## src/iwdt_consts.svh

```systemverilog
// Constants for the instruction word decode and timing block.
`ifndef IWDT_CONSTS_SVH
`define IWDT_CONSTS_SVH

// ==========================================================================
// Word geometry
`define IWDT_WORD_W 24
`define IWDT_REG_W 4
`define IWDT_AM_W 2
`define IWDT_F_OPC 23:16
`define IWDT_F_GROUP 7:4
`define IWDT_F_WBYTE 0
`define IWDT_WORK_REG_ZERO_DEFAULT_ZERO 4'h0

// ==========================================================================
// Opcode groups, taken from the upper opcode nibble
`define IWDT_GRP_CTRL 4'h0
`define IWDT_GRP_WORD0 4'h1
`define IWDT_GRP_WORD1 4'h2
`define IWDT_GRP_FILE 4'h3
`define IWDT_GRP_BIT 4'h4
`define IWDT_GRP_LIT_ALU 4'h5
`define IWDT_GRP_LIT_MOV 4'h6
`define IWDT_GRP_MAC 4'h8
`define IWDT_GRP_DSP 4'h9

// ==========================================================================
// Control group and literal move opcodes
`define IWDT_OP_NOP 8'h00
`define IWDT_OP_BRANCH 8'h01
`define IWDT_OP_BRANCH_COMP 8'h02
`define IWDT_OP_BRANCH_COND 8'h03
`define IWDT_OP_JUMP_ABS 8'h04
`define IWDT_OP_CALL_ABS 8'h05
`define IWDT_OP_JUMP_IND 8'h06
`define IWDT_OP_CALL_IND 8'h07
`define IWDT_OP_RETURN 8'h08
`define IWDT_OP_INT_RETURN 8'h09
`define IWDT_OP_TBL_RD 8'h0A
`define IWDT_OP_TBL_WR 8'h0B
`define IWDT_OP_SKIP_BIT 8'h0C
`define IWDT_OP_SKIP_CMP 8'h0D
`define IWDT_OP_MOVE_LONG 8'h0E
`define IWDT_OP_MOVE_DBL 8'h0F
`define IWDT_OP_LIT_TO_W 8'h60
`define IWDT_OP_LIT_TO_F 8'h61

// ==========================================================================
// Operand field positions
`define IWDT_F_BASE 15:12
`define IWDT_F_WLO_LSB 0
`define IWDT_F_WHI_LSB 6
`define IWDT_F_FILE_ADDR 12:0
`define IWDT_F_FILE_DEST 13
`define IWDT_F_FILE_BYTE 14
`define IWDT_F_BIT_TGT_FILE 15
`define IWDT_F_BIT_FROM_REG 14
`define IWDT_F_BIT_SEL 13:10
`define IWDT_F_BIT_FADDR 9:0
`define IWDT_F_LIT_ALU 11:7
`define IWDT_F_LIT_SEPDST 6
`define IWDT_F_LMW_LIT 15:4
`define IWDT_F_LMW_REG 3:0
`define IWDT_F_LMF_LIT 15:8
`define IWDT_F_LMF_ADDR 7:0
`define IWDT_F_MAC_ACC 15
`define IWDT_F_MAC_PAIR 14:12
`define IWDT_F_MAC_XOP 11:9
`define IWDT_F_MAC_XDST 8:7
`define IWDT_F_MAC_YOP 6:4
`define IWDT_F_MAC_YDST 3:2
`define IWDT_F_MAC_AWB 1:0
`define IWDT_F_DSP_ACC 15
`define IWDT_F_DSP_SHREG 14
`define IWDT_F_DSP_SHAMT 13:10
`define IWDT_F_TBL_MODE 15:14
`define IWDT_F_IND_REG 3:0
`define IWDT_F_PADDR 15:0
`define IWDT_F_DW_ADDR_HI 6:0
`define IWDT_F_W2_DATA 15:0

// ==========================================================================
// Instruction cycle counts
`define IWDT_CYC_ONE 2'h1
`define IWDT_CYC_TWO 2'h2
`define IWDT_CYC_THREE 2'h3

`endif

```

## src/iwdt_pkg.sv

```systemverilog
// Types shared by the instruction word decode and timing block.
package iwdt_pkg;

  // Instruction category presented to the datapath.
  typedef enum logic [3:0] {
    IWDT_CAT_NOP, IWDT_CAT_WORD, IWDT_CAT_FILE, IWDT_CAT_BIT, IWDT_CAT_LIT,
    IWDT_CAT_MAC, IWDT_CAT_DSP, IWDT_CAT_CTRL, IWDT_CAT_ILLEGAL
  } iwdt_cat_t;

  // Working register address modifier.
  typedef enum logic [1:0] {
    IWDT_AM_DIRECT, IWDT_AM_INDIRECT, IWDT_AM_POSTINC, IWDT_AM_PREDEC
  } iwdt_amode_t;

  // Sequencer states.
  typedef enum logic [2:0] {
    IWDT_ST_DECODE, IWDT_ST_WORD2, IWDT_ST_EXTRA, IWDT_ST_SKIP, IWDT_ST_SKIP2
  } iwdt_state_t;

  // Decoded instruction bundle.
  typedef struct packed {
    iwdt_cat_t cat;
    logic [7:0] opcode;
    logic byte_mode;
    logic double_word;
    logic is_nop;
    logic [3:0] base_work_reg;
    logic [3:0] source_work_reg;
    iwdt_amode_t src_mode;
    logic [3:0] dest_work_reg;
    iwdt_amode_t dst_mode;
    logic [12:0] file_addr;
    logic dest_is_file;
    logic bit_target_file;
    logic [3:0] bit_pos;
    logic bit_from_reg;
    logic lit_is_move;
    logic [15:0] literal;
    logic acc_sel;
    logic [2:0] mult_pair;
    logic [2:0] x_op;
    logic [1:0] x_dst;
    logic [2:0] y_op;
    logic [1:0] y_dst;
    logic [1:0] awb;
    logic shift_from_reg;
    logic [3:0] shift_count_reg;
    logic [22:0] prog_addr;
    logic [1:0] table_mode;
  } iwdt_dec_t;

endpackage

```

## src/iwdt_decoder.sv

```systemverilog
// Instruction word decoder and instruction cycle sequencer.
// Overview of operation
// RULE1: Each single word is 24 bits; 8-bit opcode selects type, rest are operands.
// RULE2: Five groups: word/byte, bit, literal, signal-processing, control, own layouts.
// RULE3: Double-word instruction spans two words; second word upper 8 bits are zero.
// RULE4: A lone second word executed by itself decodes as a no-operation.
// RULE5: Exactly three opcodes need two words; all others are single word.
// RULE6: Single word takes one cycle; two when condition true or PC changes.
// RULE7: Branches, indirect call/jump, table access and returns take two or three cycles.
// RULE8: Taken skip lasts two cycles, three when the skipped instruction is double word.
// RULE9: Double-word instructions and double-word moves take two cycles.
// RULE10: Working register ops decode base, source with modifier, destination with modifier.
// RULE11: File register ops decode address and destination: same file or register zero.
// RULE12: Bit ops address working or file register; bit from literal or base register.
// RULE13: Literal ALU ops take base and literal; separate destination only when flagged.
// RULE14: Literal moves decode a literal and a working or file register target.
// RULE15: Multiply-accumulate decodes accumulator, multiplicand pair, prefetches and write-back.
// RULE16: Other DSP ops decode accumulator, operand with modifier, shift by register or literal.
// RULE17: Control ops decode a program address, and table ops a table access mode.
// RULE18: Register fields select one of sixteen; register zero is file-op default.
`timescale 1ns/1ps
`include "iwdt_consts.svh"

module iwdt_decoder (
  // Clock and reset.
  input wire logic clk,
  input wire logic rst_b,
  // Program memory fetch side.
  input wire logic [`IWDT_WORD_W-1:0] instr_word,
  input wire logic instr_valid,
  output logic fetch_ready,
  // Execution datapath side.
  input wire logic cond_true,
  output iwdt_pkg::iwdt_dec_t dec,
  output logic dec_valid,
  output logic nop_slot,
  output logic [1:0] instr_cycles
);
  import iwdt_pkg::*;

  // ========================================================================
  // State and word holding
  iwdt_state_t state_r, state_nxt;
  logic [`IWDT_WORD_W-1:0] w1_r, w1_nxt;
  logic [1:0] cnt_r, cnt_nxt;
  iwdt_dec_t dec_r, dec_nxt;
  logic dec_valid_r, dec_valid_nxt;
  logic nop_slot_r, nop_slot_nxt;
  logic fetch_ready_r, fetch_ready_nxt;
  logic [1:0] cycles_r, cycles_nxt;
  logic in_word2, take;
  logic [`IWDT_WORD_W-1:0] w1, w2;
  logic [7:0] opc;
  logic [3:0] grp;
  // The first word is held while the second word of a pair is fetched.
  assign in_word2 = (state_r == IWDT_ST_WORD2);
  assign take = instr_valid && fetch_ready_r;
  assign w1 = in_word2 ? w1_r : instr_word;
  assign w2 = in_word2 ? instr_word : '0;
  // RULE1 opcode field
  assign opc = w1[`IWDT_F_OPC];
  assign grp = opc[`IWDT_F_GROUP];

  // ========================================================================
  // Opcode classification and cycle count
  logic is_dw_op, is_skip_op, is_ret_op, is_two_op, is_cond_br, skip_go;
  logic [1:0] cyc_c;
  // RULE5 three two-word opcodes
  assign is_dw_op = (opc == `IWDT_OP_JUMP_ABS) || (opc == `IWDT_OP_CALL_ABS) ||
                    (opc == `IWDT_OP_MOVE_LONG);
  assign is_skip_op = (opc == `IWDT_OP_SKIP_BIT) || (opc == `IWDT_OP_SKIP_CMP);
  assign is_ret_op = (opc == `IWDT_OP_RETURN) || (opc == `IWDT_OP_INT_RETURN);
  // RULE7 fixed two-cycle control
  assign is_two_op = (opc == `IWDT_OP_BRANCH) || (opc == `IWDT_OP_BRANCH_COMP) ||
                     (opc == `IWDT_OP_JUMP_IND) || (opc == `IWDT_OP_CALL_IND) ||
                     (opc == `IWDT_OP_TBL_RD) || (opc == `IWDT_OP_TBL_WR) ||
                     (opc == `IWDT_OP_MOVE_DBL);
  assign is_cond_br = (opc == `IWDT_OP_BRANCH_COND);
  // RULE8 skip taken on true test
  assign skip_go = is_skip_op && cond_true;
  // RULE6 taken condition adds a slot
  // RULE7 returns take three cycles
  assign cyc_c = is_ret_op ? `IWDT_CYC_THREE :
                 (is_two_op || ((is_cond_br || is_skip_op) && cond_true)) ?
                 `IWDT_CYC_TWO : `IWDT_CYC_ONE;

  // ========================================================================
  // Operand field decode
  logic [3:0] wlo_reg, whi_reg;
  iwdt_amode_t wlo_mode, whi_mode;
  iwdt_dec_t dec_c;
  // Low field feeds destinations and single W operands.
  iwdt_wfield #(.LSB(`IWDT_F_WLO_LSB)) u_wlo (.word(w1), .regnum(wlo_reg), .mode(wlo_mode));
  // High field feeds source operands.
  iwdt_wfield #(.LSB(`IWDT_F_WHI_LSB)) u_whi (.word(w1), .regnum(whi_reg), .mode(whi_mode));
  // Sorts the word into a category and unpacks its operand layout.
  always_comb begin
    dec_c = '0;
    dec_c.opcode = opc;
    dec_c.cat = IWDT_CAT_ILLEGAL;
    dec_c.double_word = in_word2;
    dec_c.base_work_reg = w1[`IWDT_F_BASE];
    // RULE2 group dispatch
    case (grp)
      `IWDT_GRP_CTRL: begin
        dec_c.cat = IWDT_CAT_CTRL;
        // RULE17 program address operand
        dec_c.prog_addr = 23'(w1[`IWDT_F_PADDR]);
        case (opc)
          `IWDT_OP_NOP: begin
            // RULE4 lone second word is nop
            dec_c.cat = IWDT_CAT_NOP;
            dec_c.is_nop = 1'b1;
            dec_c.prog_addr = '0;
          end
          `IWDT_OP_JUMP_ABS, `IWDT_OP_CALL_ABS: begin
            // RULE3 address spans both words
            dec_c.prog_addr = {w1[`IWDT_F_DW_ADDR_HI], w2[`IWDT_F_W2_DATA]};
          end
          `IWDT_OP_JUMP_IND, `IWDT_OP_CALL_IND: begin
            dec_c.source_work_reg = w1[`IWDT_F_IND_REG];
          end
          `IWDT_OP_TBL_RD, `IWDT_OP_TBL_WR: begin
            // RULE17 table access mode
            dec_c.table_mode = w1[`IWDT_F_TBL_MODE];
            dec_c.source_work_reg = whi_reg;
            dec_c.src_mode = whi_mode;
            dec_c.dest_work_reg = wlo_reg;
            dec_c.dst_mode = wlo_mode;
          end
          `IWDT_OP_MOVE_LONG: begin
            // RULE14 literal into file register
            dec_c.cat = IWDT_CAT_LIT;
            dec_c.lit_is_move = 1'b1;
            dec_c.dest_is_file = 1'b1;
            dec_c.file_addr = w1[`IWDT_F_FILE_ADDR];
            dec_c.literal = w2[`IWDT_F_W2_DATA];
            dec_c.prog_addr = '0;
          end
          `IWDT_OP_MOVE_DBL: begin
            dec_c.cat = IWDT_CAT_WORD;
            dec_c.source_work_reg = whi_reg;
            dec_c.src_mode = whi_mode;
            dec_c.dest_work_reg = wlo_reg;
            dec_c.dst_mode = wlo_mode;
            dec_c.prog_addr = '0;
          end
          default: dec_c.cat = IWDT_CAT_CTRL;
        endcase
      end
      `IWDT_GRP_WORD0, `IWDT_GRP_WORD1: begin
        // RULE10 base, source and destination
        dec_c.cat = IWDT_CAT_WORD;
        dec_c.byte_mode = opc[`IWDT_F_WBYTE];
        dec_c.source_work_reg = whi_reg;
        dec_c.src_mode = whi_mode;
        dec_c.dest_work_reg = wlo_reg;
        dec_c.dst_mode = wlo_mode;
      end
      `IWDT_GRP_FILE: begin
        // RULE11 file or register zero
        // RULE18 register zero default
        dec_c.cat = IWDT_CAT_FILE;
        dec_c.byte_mode = w1[`IWDT_F_FILE_BYTE];
        dec_c.file_addr = w1[`IWDT_F_FILE_ADDR];
        dec_c.dest_is_file = w1[`IWDT_F_FILE_DEST];
        dec_c.dest_work_reg = `IWDT_WORK_REG_ZERO_DEFAULT_ZERO;
        dec_c.base_work_reg = `IWDT_WORK_REG_ZERO_DEFAULT_ZERO;
      end
      `IWDT_GRP_BIT: begin
        // RULE12 bit from literal or register
        dec_c.cat = IWDT_CAT_BIT;
        dec_c.bit_target_file = w1[`IWDT_F_BIT_TGT_FILE];
        dec_c.bit_from_reg = w1[`IWDT_F_BIT_FROM_REG];
        dec_c.bit_pos = w1[`IWDT_F_BIT_SEL];
        dec_c.base_work_reg = w1[`IWDT_F_BIT_SEL];
        dec_c.file_addr = 13'(w1[`IWDT_F_BIT_FADDR]);
        dec_c.source_work_reg = wlo_reg;
        dec_c.src_mode = wlo_mode;
      end
      `IWDT_GRP_LIT_ALU: begin
        // RULE13 destination only when separate
        dec_c.cat = IWDT_CAT_LIT;
        dec_c.literal = 16'(w1[`IWDT_F_LIT_ALU]);
        dec_c.dest_work_reg = w1[`IWDT_F_LIT_SEPDST] ? wlo_reg : w1[`IWDT_F_BASE];
        dec_c.dst_mode = w1[`IWDT_F_LIT_SEPDST] ? wlo_mode : IWDT_AM_DIRECT;
      end
      `IWDT_GRP_LIT_MOV: begin
        // RULE14 literal and target
        dec_c.cat = IWDT_CAT_LIT;
        dec_c.lit_is_move = 1'b1;
        dec_c.base_work_reg = '0;
        if (opc == `IWDT_OP_LIT_TO_F) begin
          dec_c.dest_is_file = 1'b1;
          dec_c.literal = 16'(w1[`IWDT_F_LMF_LIT]);
          dec_c.file_addr = 13'(w1[`IWDT_F_LMF_ADDR]);
        end else if (opc == `IWDT_OP_LIT_TO_W) begin
          dec_c.literal = 16'(w1[`IWDT_F_LMW_LIT]);
          dec_c.dest_work_reg = w1[`IWDT_F_LMW_REG];
        end else begin
          dec_c.cat = IWDT_CAT_ILLEGAL;
        end
      end
      `IWDT_GRP_MAC: begin
        // RULE15 multiply-accumulate operands
        dec_c.cat = IWDT_CAT_MAC;
        dec_c.base_work_reg = '0;
        dec_c.acc_sel = w1[`IWDT_F_MAC_ACC];
        dec_c.mult_pair = w1[`IWDT_F_MAC_PAIR];
        dec_c.x_op = w1[`IWDT_F_MAC_XOP];
        dec_c.x_dst = w1[`IWDT_F_MAC_XDST];
        dec_c.y_op = w1[`IWDT_F_MAC_YOP];
        dec_c.y_dst = w1[`IWDT_F_MAC_YDST];
        dec_c.awb = w1[`IWDT_F_MAC_AWB];
      end
      `IWDT_GRP_DSP: begin
        // RULE16 accumulator, operand and shift
        dec_c.cat = IWDT_CAT_DSP;
        dec_c.base_work_reg = '0;
        dec_c.acc_sel = w1[`IWDT_F_DSP_ACC];
        dec_c.shift_from_reg = w1[`IWDT_F_DSP_SHREG];
        dec_c.shift_count_reg = w1[`IWDT_F_DSP_SHAMT];
        dec_c.literal = 16'(w1[`IWDT_F_DSP_SHAMT]);
        dec_c.source_work_reg = wlo_reg;
        dec_c.src_mode = wlo_mode;
        dec_c.dest_work_reg = wlo_reg;
        dec_c.dst_mode = wlo_mode;
      end
      default: begin
        dec_c.cat = IWDT_CAT_ILLEGAL;
        dec_c.base_work_reg = '0;
      end
    endcase
  end

  // ========================================================================
  // Instruction cycle sequencer
  // Chooses the next state, the bundle to publish and the no-op slots.
  always_comb begin
    state_nxt = state_r;
    w1_nxt = w1_r;
    cnt_nxt = cnt_r;
    dec_nxt = dec_r;
    dec_valid_nxt = 1'b0;
    nop_slot_nxt = 1'b0;
    cycles_nxt = cycles_r;
    case (state_r)
      IWDT_ST_DECODE: begin
        if (take) begin
          if (is_dw_op) begin
            // RULE3 hold first word of pair
            w1_nxt = instr_word;
            state_nxt = IWDT_ST_WORD2;
          end else begin
            dec_nxt = dec_c;
            dec_valid_nxt = 1'b1;
            cycles_nxt = cyc_c;
            if (skip_go) begin
              // RULE8 next word becomes a no-op
              state_nxt = IWDT_ST_SKIP;
            end else if (cyc_c != `IWDT_CYC_ONE) begin
              // RULE6 extra slots run as no-ops
              cnt_nxt = cyc_c - `IWDT_CYC_ONE;
              state_nxt = IWDT_ST_EXTRA;
            end
          end
        end
      end
      IWDT_ST_WORD2: begin
        if (take) begin
          // RULE9 pair completes in two cycles
          dec_nxt = dec_c;
          dec_valid_nxt = 1'b1;
          cycles_nxt = `IWDT_CYC_TWO;
          state_nxt = IWDT_ST_DECODE;
        end
      end
      IWDT_ST_EXTRA: begin
        nop_slot_nxt = 1'b1;
        cnt_nxt = cnt_r - `IWDT_CYC_ONE;
        if (cnt_r == `IWDT_CYC_ONE) begin
          state_nxt = IWDT_ST_DECODE;
        end
      end
      IWDT_ST_SKIP, IWDT_ST_SKIP2: begin
        if (take) begin
          // RULE8 skipped pair costs a third cycle
          nop_slot_nxt = 1'b1;
          state_nxt = (state_r == IWDT_ST_SKIP && is_dw_op) ? IWDT_ST_SKIP2 : IWDT_ST_DECODE;
        end
      end
      default: begin
        state_nxt = IWDT_ST_DECODE;
      end
    endcase
  end

  // Fetch is stalled only while IWDT_ST_EXTRA no-op slots run; skip no-op slots still take words.
  assign fetch_ready_nxt = (state_nxt != IWDT_ST_EXTRA);
  // Sequencer registers.
  always_ff @(posedge clk or negedge rst_b) begin
    if (!rst_b) begin
      state_r <= IWDT_ST_DECODE;
      w1_r <= '0;
      cnt_r <= '0;
    end else begin
      state_r <= state_nxt;
      w1_r <= w1_nxt;
      cnt_r <= cnt_nxt;
    end
  end

  // Output registers.
  always_ff @(posedge clk or negedge rst_b) begin
    if (!rst_b) begin
      dec_r <= '0;
      dec_valid_r <= 1'b0;
      nop_slot_r <= 1'b0;
      fetch_ready_r <= 1'b0;
      cycles_r <= '0;
    end else begin
      dec_r <= dec_nxt;
      dec_valid_r <= dec_valid_nxt;
      nop_slot_r <= nop_slot_nxt;
      fetch_ready_r <= fetch_ready_nxt;
      cycles_r <= cycles_nxt;
    end
  end

  // Outputs come straight from flip-flops.
  assign dec = dec_r;
  assign dec_valid = dec_valid_r;
  assign nop_slot = nop_slot_r;
  assign fetch_ready = fetch_ready_r;
  assign instr_cycles = cycles_r;
endmodule

```

## src/iwdt_wfield.sv

```systemverilog
// Extracts one working register number and its address modifier.
`timescale 1ns/1ps
`include "iwdt_consts.svh"

module iwdt_wfield #(
  parameter int LSB = 0
) (
  // Instruction word.
  input wire logic [`IWDT_WORD_W-1:0] word,
  // Register select and modifier.
  output logic [`IWDT_REG_W-1:0] regnum,
  output iwdt_pkg::iwdt_amode_t mode
);
  import iwdt_pkg::*;

  // Register number sits low, the modifier just above it.
  assign regnum = word[LSB +: `IWDT_REG_W];
  assign mode = iwdt_amode_t'(word[LSB + `IWDT_REG_W +: `IWDT_AM_W]);
endmodule

```

## config.mk

```make
export PLATFORM = sky130hd
export DESIGN_NAME = iwdt_decoder
export DESIGN_NICKNAME = d
export VERILOG_FILES = /design/src/iwdt_pkg.sv /design/src/iwdt_decoder.sv /design/src/iwdt_wfield.sv
export VERILOG_INCLUDE_DIRS = /design/src
export SDC_FILE = /design/constraint.sdc
export NUM_CORES = 1
export LEC_CHECK = 0
export ABC_CLOCK_PERIOD_IN_PS = 6200
export BUFFER_PORTS_ARGS = -buffer_cell sky130_fd_sc_hd__buf_4
export CORE_MARGIN = 1
export CORE_UTILIZATION = 45
export DETAILED_ROUTE_END_ITERATION = 6
export PLACE_DENSITY_LB_ADDON = 0.08
export SYNTH_ARGS = -nofsm -noshare
export SYNTH_HDL_FRONTEND = slang
export SYNTH_SLANG_ARGS = --single-unit
```

## constraint.sdc

```tcl
create_clock -name clk -period 6.2 [get_ports clk]
set_input_delay 0.62 -clock clk [delete_from_list [all_inputs] [get_ports clk]]
set_output_delay 0.62 -clock clk [all_outputs]
set_load 0.005 [all_outputs]
```

==> impl_metrics.py <==
metrics = {
    "clock_network": {
        "cts_tree": "done",
        "clock_sinks": 148,
        "cts_setup_buffers": 0,
        "cts_max_level": 4,
        "clk_path_buf_depth": 2,
        "cts-buffers-inserted": 17,
        "hold_buffers": 0,
        "worstSkewPairLatency_ns": 0.43,
        "cts_resized": 0,
        "cts-root-buf": "clkbuf_16",
        "clk_pin_slew_ns": 0.06,
    },
    "critical_path": {
        "crit_arrival_ns": 3.72,
        "crit_family": "compound AO/OA/AOI/OAI gates",
        "critPathBufInv": 1,
        "slowest_stage": "o211ai_1",
        "required_ns": 6.56,
        "timing.rr.end": "dec[61]",
        "r2r_slack_ns": 2.84,
        "path_cells": "nand2_1 -> or3_1 -> a41o_4 -> inv_2 -> o211ai_1 -> nor4_2 -> a22o_1",
        "start_kind": "flop",
        "crit_fanout": 34,
        "r2r_cells": 7,
        "worst_path_largest_cell_delay_ns": 0.67,
        "end_kind": "flop",
        "worstSetupPathType": "flop to flop",
        "r2r_start": "fetch_ready",
    },
    "yosys": {
        "synth_edf_count": 0,
        "syn_area_per_cell_sq_um": 9.82,
        "synth_top_family_by_area": "compound AO/OA/AOI/OAI gates",
        "syn_area_sq_um": 7690,
        "syn_inst": 783,
        "ys_warn_count": 0,
        "ys_types": 76,
        "synth_simple_gate_area_frac": 0.181,
        "synth_top_area_share": 0.482,
        "synthAdderAreaFrac": 0.00163,
        "synthMuxAreaShare": 0.0931,
        "synth_top_area_cell": "dfrtp_1",
        "ys_seq_area_frac": 0.482,
        "synth_fp_nets": 812,
        "yosysMostFrequentCell": "dfrtp_1",
        "synth_common_cells": "dfrtp_1 (148), nand2_1 (141), o21ai_0 (71), nor2_1 (56), clkbuf_1 (31)",
        "ys_ff_latch": 148,
        "synth_compound_area_frac": 0.189,
        "yosys-top-cells-area": "dfrtp_1 (48%), nand2_1 (6.9%), o21ai_0 (4.6%)",
        "synthFlopType": "dfrtp_1",
        "synthXorXnorAreaFrac": 0.00797,
        "synthArstFlopShare": 1.00,
    },
    "routing": {
        "wl_um": 23400,
        "ant_nets": 0,
        "firstDrtPassIters": 5,
        "drc": 0,
        "routedWlPerCell_um": 20.8,
        "dr.first_iter.drc_count": 590,
        "num_vias": 6608,
        "via_per_inst": 5.87,
    },
    "final_layout": {
        "seq_area_sq_um": 3700,
        "drive_above_1_share": 0.277,
        "multiInputGateArea_sq_um": 3660,
        "fin_nets": 922,
        "area_growth_pct": 22.4,
        "fill_cells": 1503,
        "insertedDiodeCount": 0,
    },
    "sta": {
        "worst_slew_pin_slew_ns": 1.27,
        "setup_violations": 0,
        "timing.setup.tns_ns": 0,
        "rsz0062_at_grt": "no",
        "hold_violations": 0,
        "min_period_ns": 3.36,
        "fin_worst_skew_ns": 0.00677,
        "finalMaxSlewViolations": 0,
        "slew_headroom": 0.147,
        "finalCritPeriodShare": 0.542,
        "fmax_mhz": 298,
        "layout_setup_ws_ns": 2.84,
    },
    "pwr": {
        "power.leakage_nw": 4.30,
        "p_per_area_nw_per_um2": 438,
        "ir_worst_vdd_v": 0.000251,
    },
    "floorplan": {
        "dieArea_sq_um": 17600,
        "rows": 47,
        "die_h_um": 133,
        "start_util": 0.462,
        "io_pins": 147,
        "core_sq_um": 16600,
        "die_width_um": 133,
    },
    "place": {
        "port_buffers": 146,
        "dp.final_hpwl_um": 16400,
        "place_congestion": 0.882,
        "preCtsSetupSlack_ns": 2.57,
    },
    "grt": {
        "antenna_found_initial": 1,
        "first_global_vias": 6396,
        "grt_pass1_wl_um": 37000,
        "grt_max_degree": 118,
        "grtUsageTotal": 0.276,
        "grt-ovfl-total": 0,
    },
    "worst_hold_path": {
        "hold_class": "input pin to async pin",
    },
    "run": {
        "maxCapViolations": 0,
    },
    "run_status": {
        "status": "complete, no violations",
    },
}
[state kept, by name, summed over array words and instances, names as in the netlist]
register,flops
cnt_r,2
state_r,3
w1_r,24
instr_cycles,2
dec,114
fetch_ready,1
nop_slot,1
dec_valid,1
[layout make-up]
class,instances,share of cell area
Clock buffer,18,0.0456
Multi-Input combinational cell,566,0.389
Clock inverter,14,0.0178
Tap cell,220,0.0293
Timing Repair Buffer,153,0.122
Inverter,7,0.00279
Sequential cell,148,0.394
[cell usage in the layout (no fill, tap or decap), types with 7 or more instances in the layout]
cell type	Yosys	routed
buf_4	6	152
dfrtp_1	148	148
nand2_1	141	141
o21ai_0	71	71
nor2_1	56	56
a21oi_1	24	24
o31ai_1	19	19
nand3_1	18	18
mux2_4	17	17
clkbuf_16	0	17
mux2i_1	16	16
a22oi_1	14	14
mux2_2	13	13
a211oi_1	11	11
nor3_1	9	9
and2_1	8	8
nor2b_1	8	8
a22o_1	7	7
[report_power, final]
part / leakage, nW / internal [mW] / total [mW] / switching (mW)
clock: 0.285 / 0.606 / 1.06 / 0.450
combinational: 2.05 / 0.690 / 1.60 / 0.911
sequential: 1.97 / 1.22 / 1.46 / 0.240
[cell families (layout without fill, tap and decap cells)]
kind of cell	count (synthesis)	after routing
XOR/XNOR	7	7
multiplexers	54	54
adder cells (fa/ha/maj)	1	1
buffers and inverters	69	192
AND/OR/NAND/NOR	291	291
flip-flops	148	148
AO/OA/AOI/OAI	213	213
[layer usage]
metal,vias to the layer above,track usage,wire length (um)
met2,270,0.421,10600
li1,3037,-,-
met5,-,0,13
met3,30,0.0579,1570
met4,2,0.0798,345
met1,3269,0.396,10900
[worst max-delay path by stage]
stage,startpoint,endpoint,slack [ns],depth (start not counted)
6_report,fetch_ready,dec[61],2.84,7
5_1_grt,state_r[0],dec[48],2.70,6
4_1_cts,fetch_ready,dec[61],2.89,7
3_5_place_dp,instr_valid,dec[61],2.57,8
3_3_place_gp,instr_valid,dec[59],2.70,8
2_1_floorplan,instr_word[23],w1_r[10],3.72,8
[through the flow]
stage               hold WS [ns]  utilization  power (mW)  std cells  area, sq um
floorplan                  0.324            -        2.43        783         7690
global placement           0.464        0.530        3.03       1094         8810
detailed placement         0.470        0.530        3.06       1094         8810
CTS                        0.243        0.565        4.12       1126         9410
global route               0.277        0.565        4.34       1126         9410
finish                     0.228        0.565        4.12       1126         9410
Note: power is estimated with default switching activity, not from simulation.
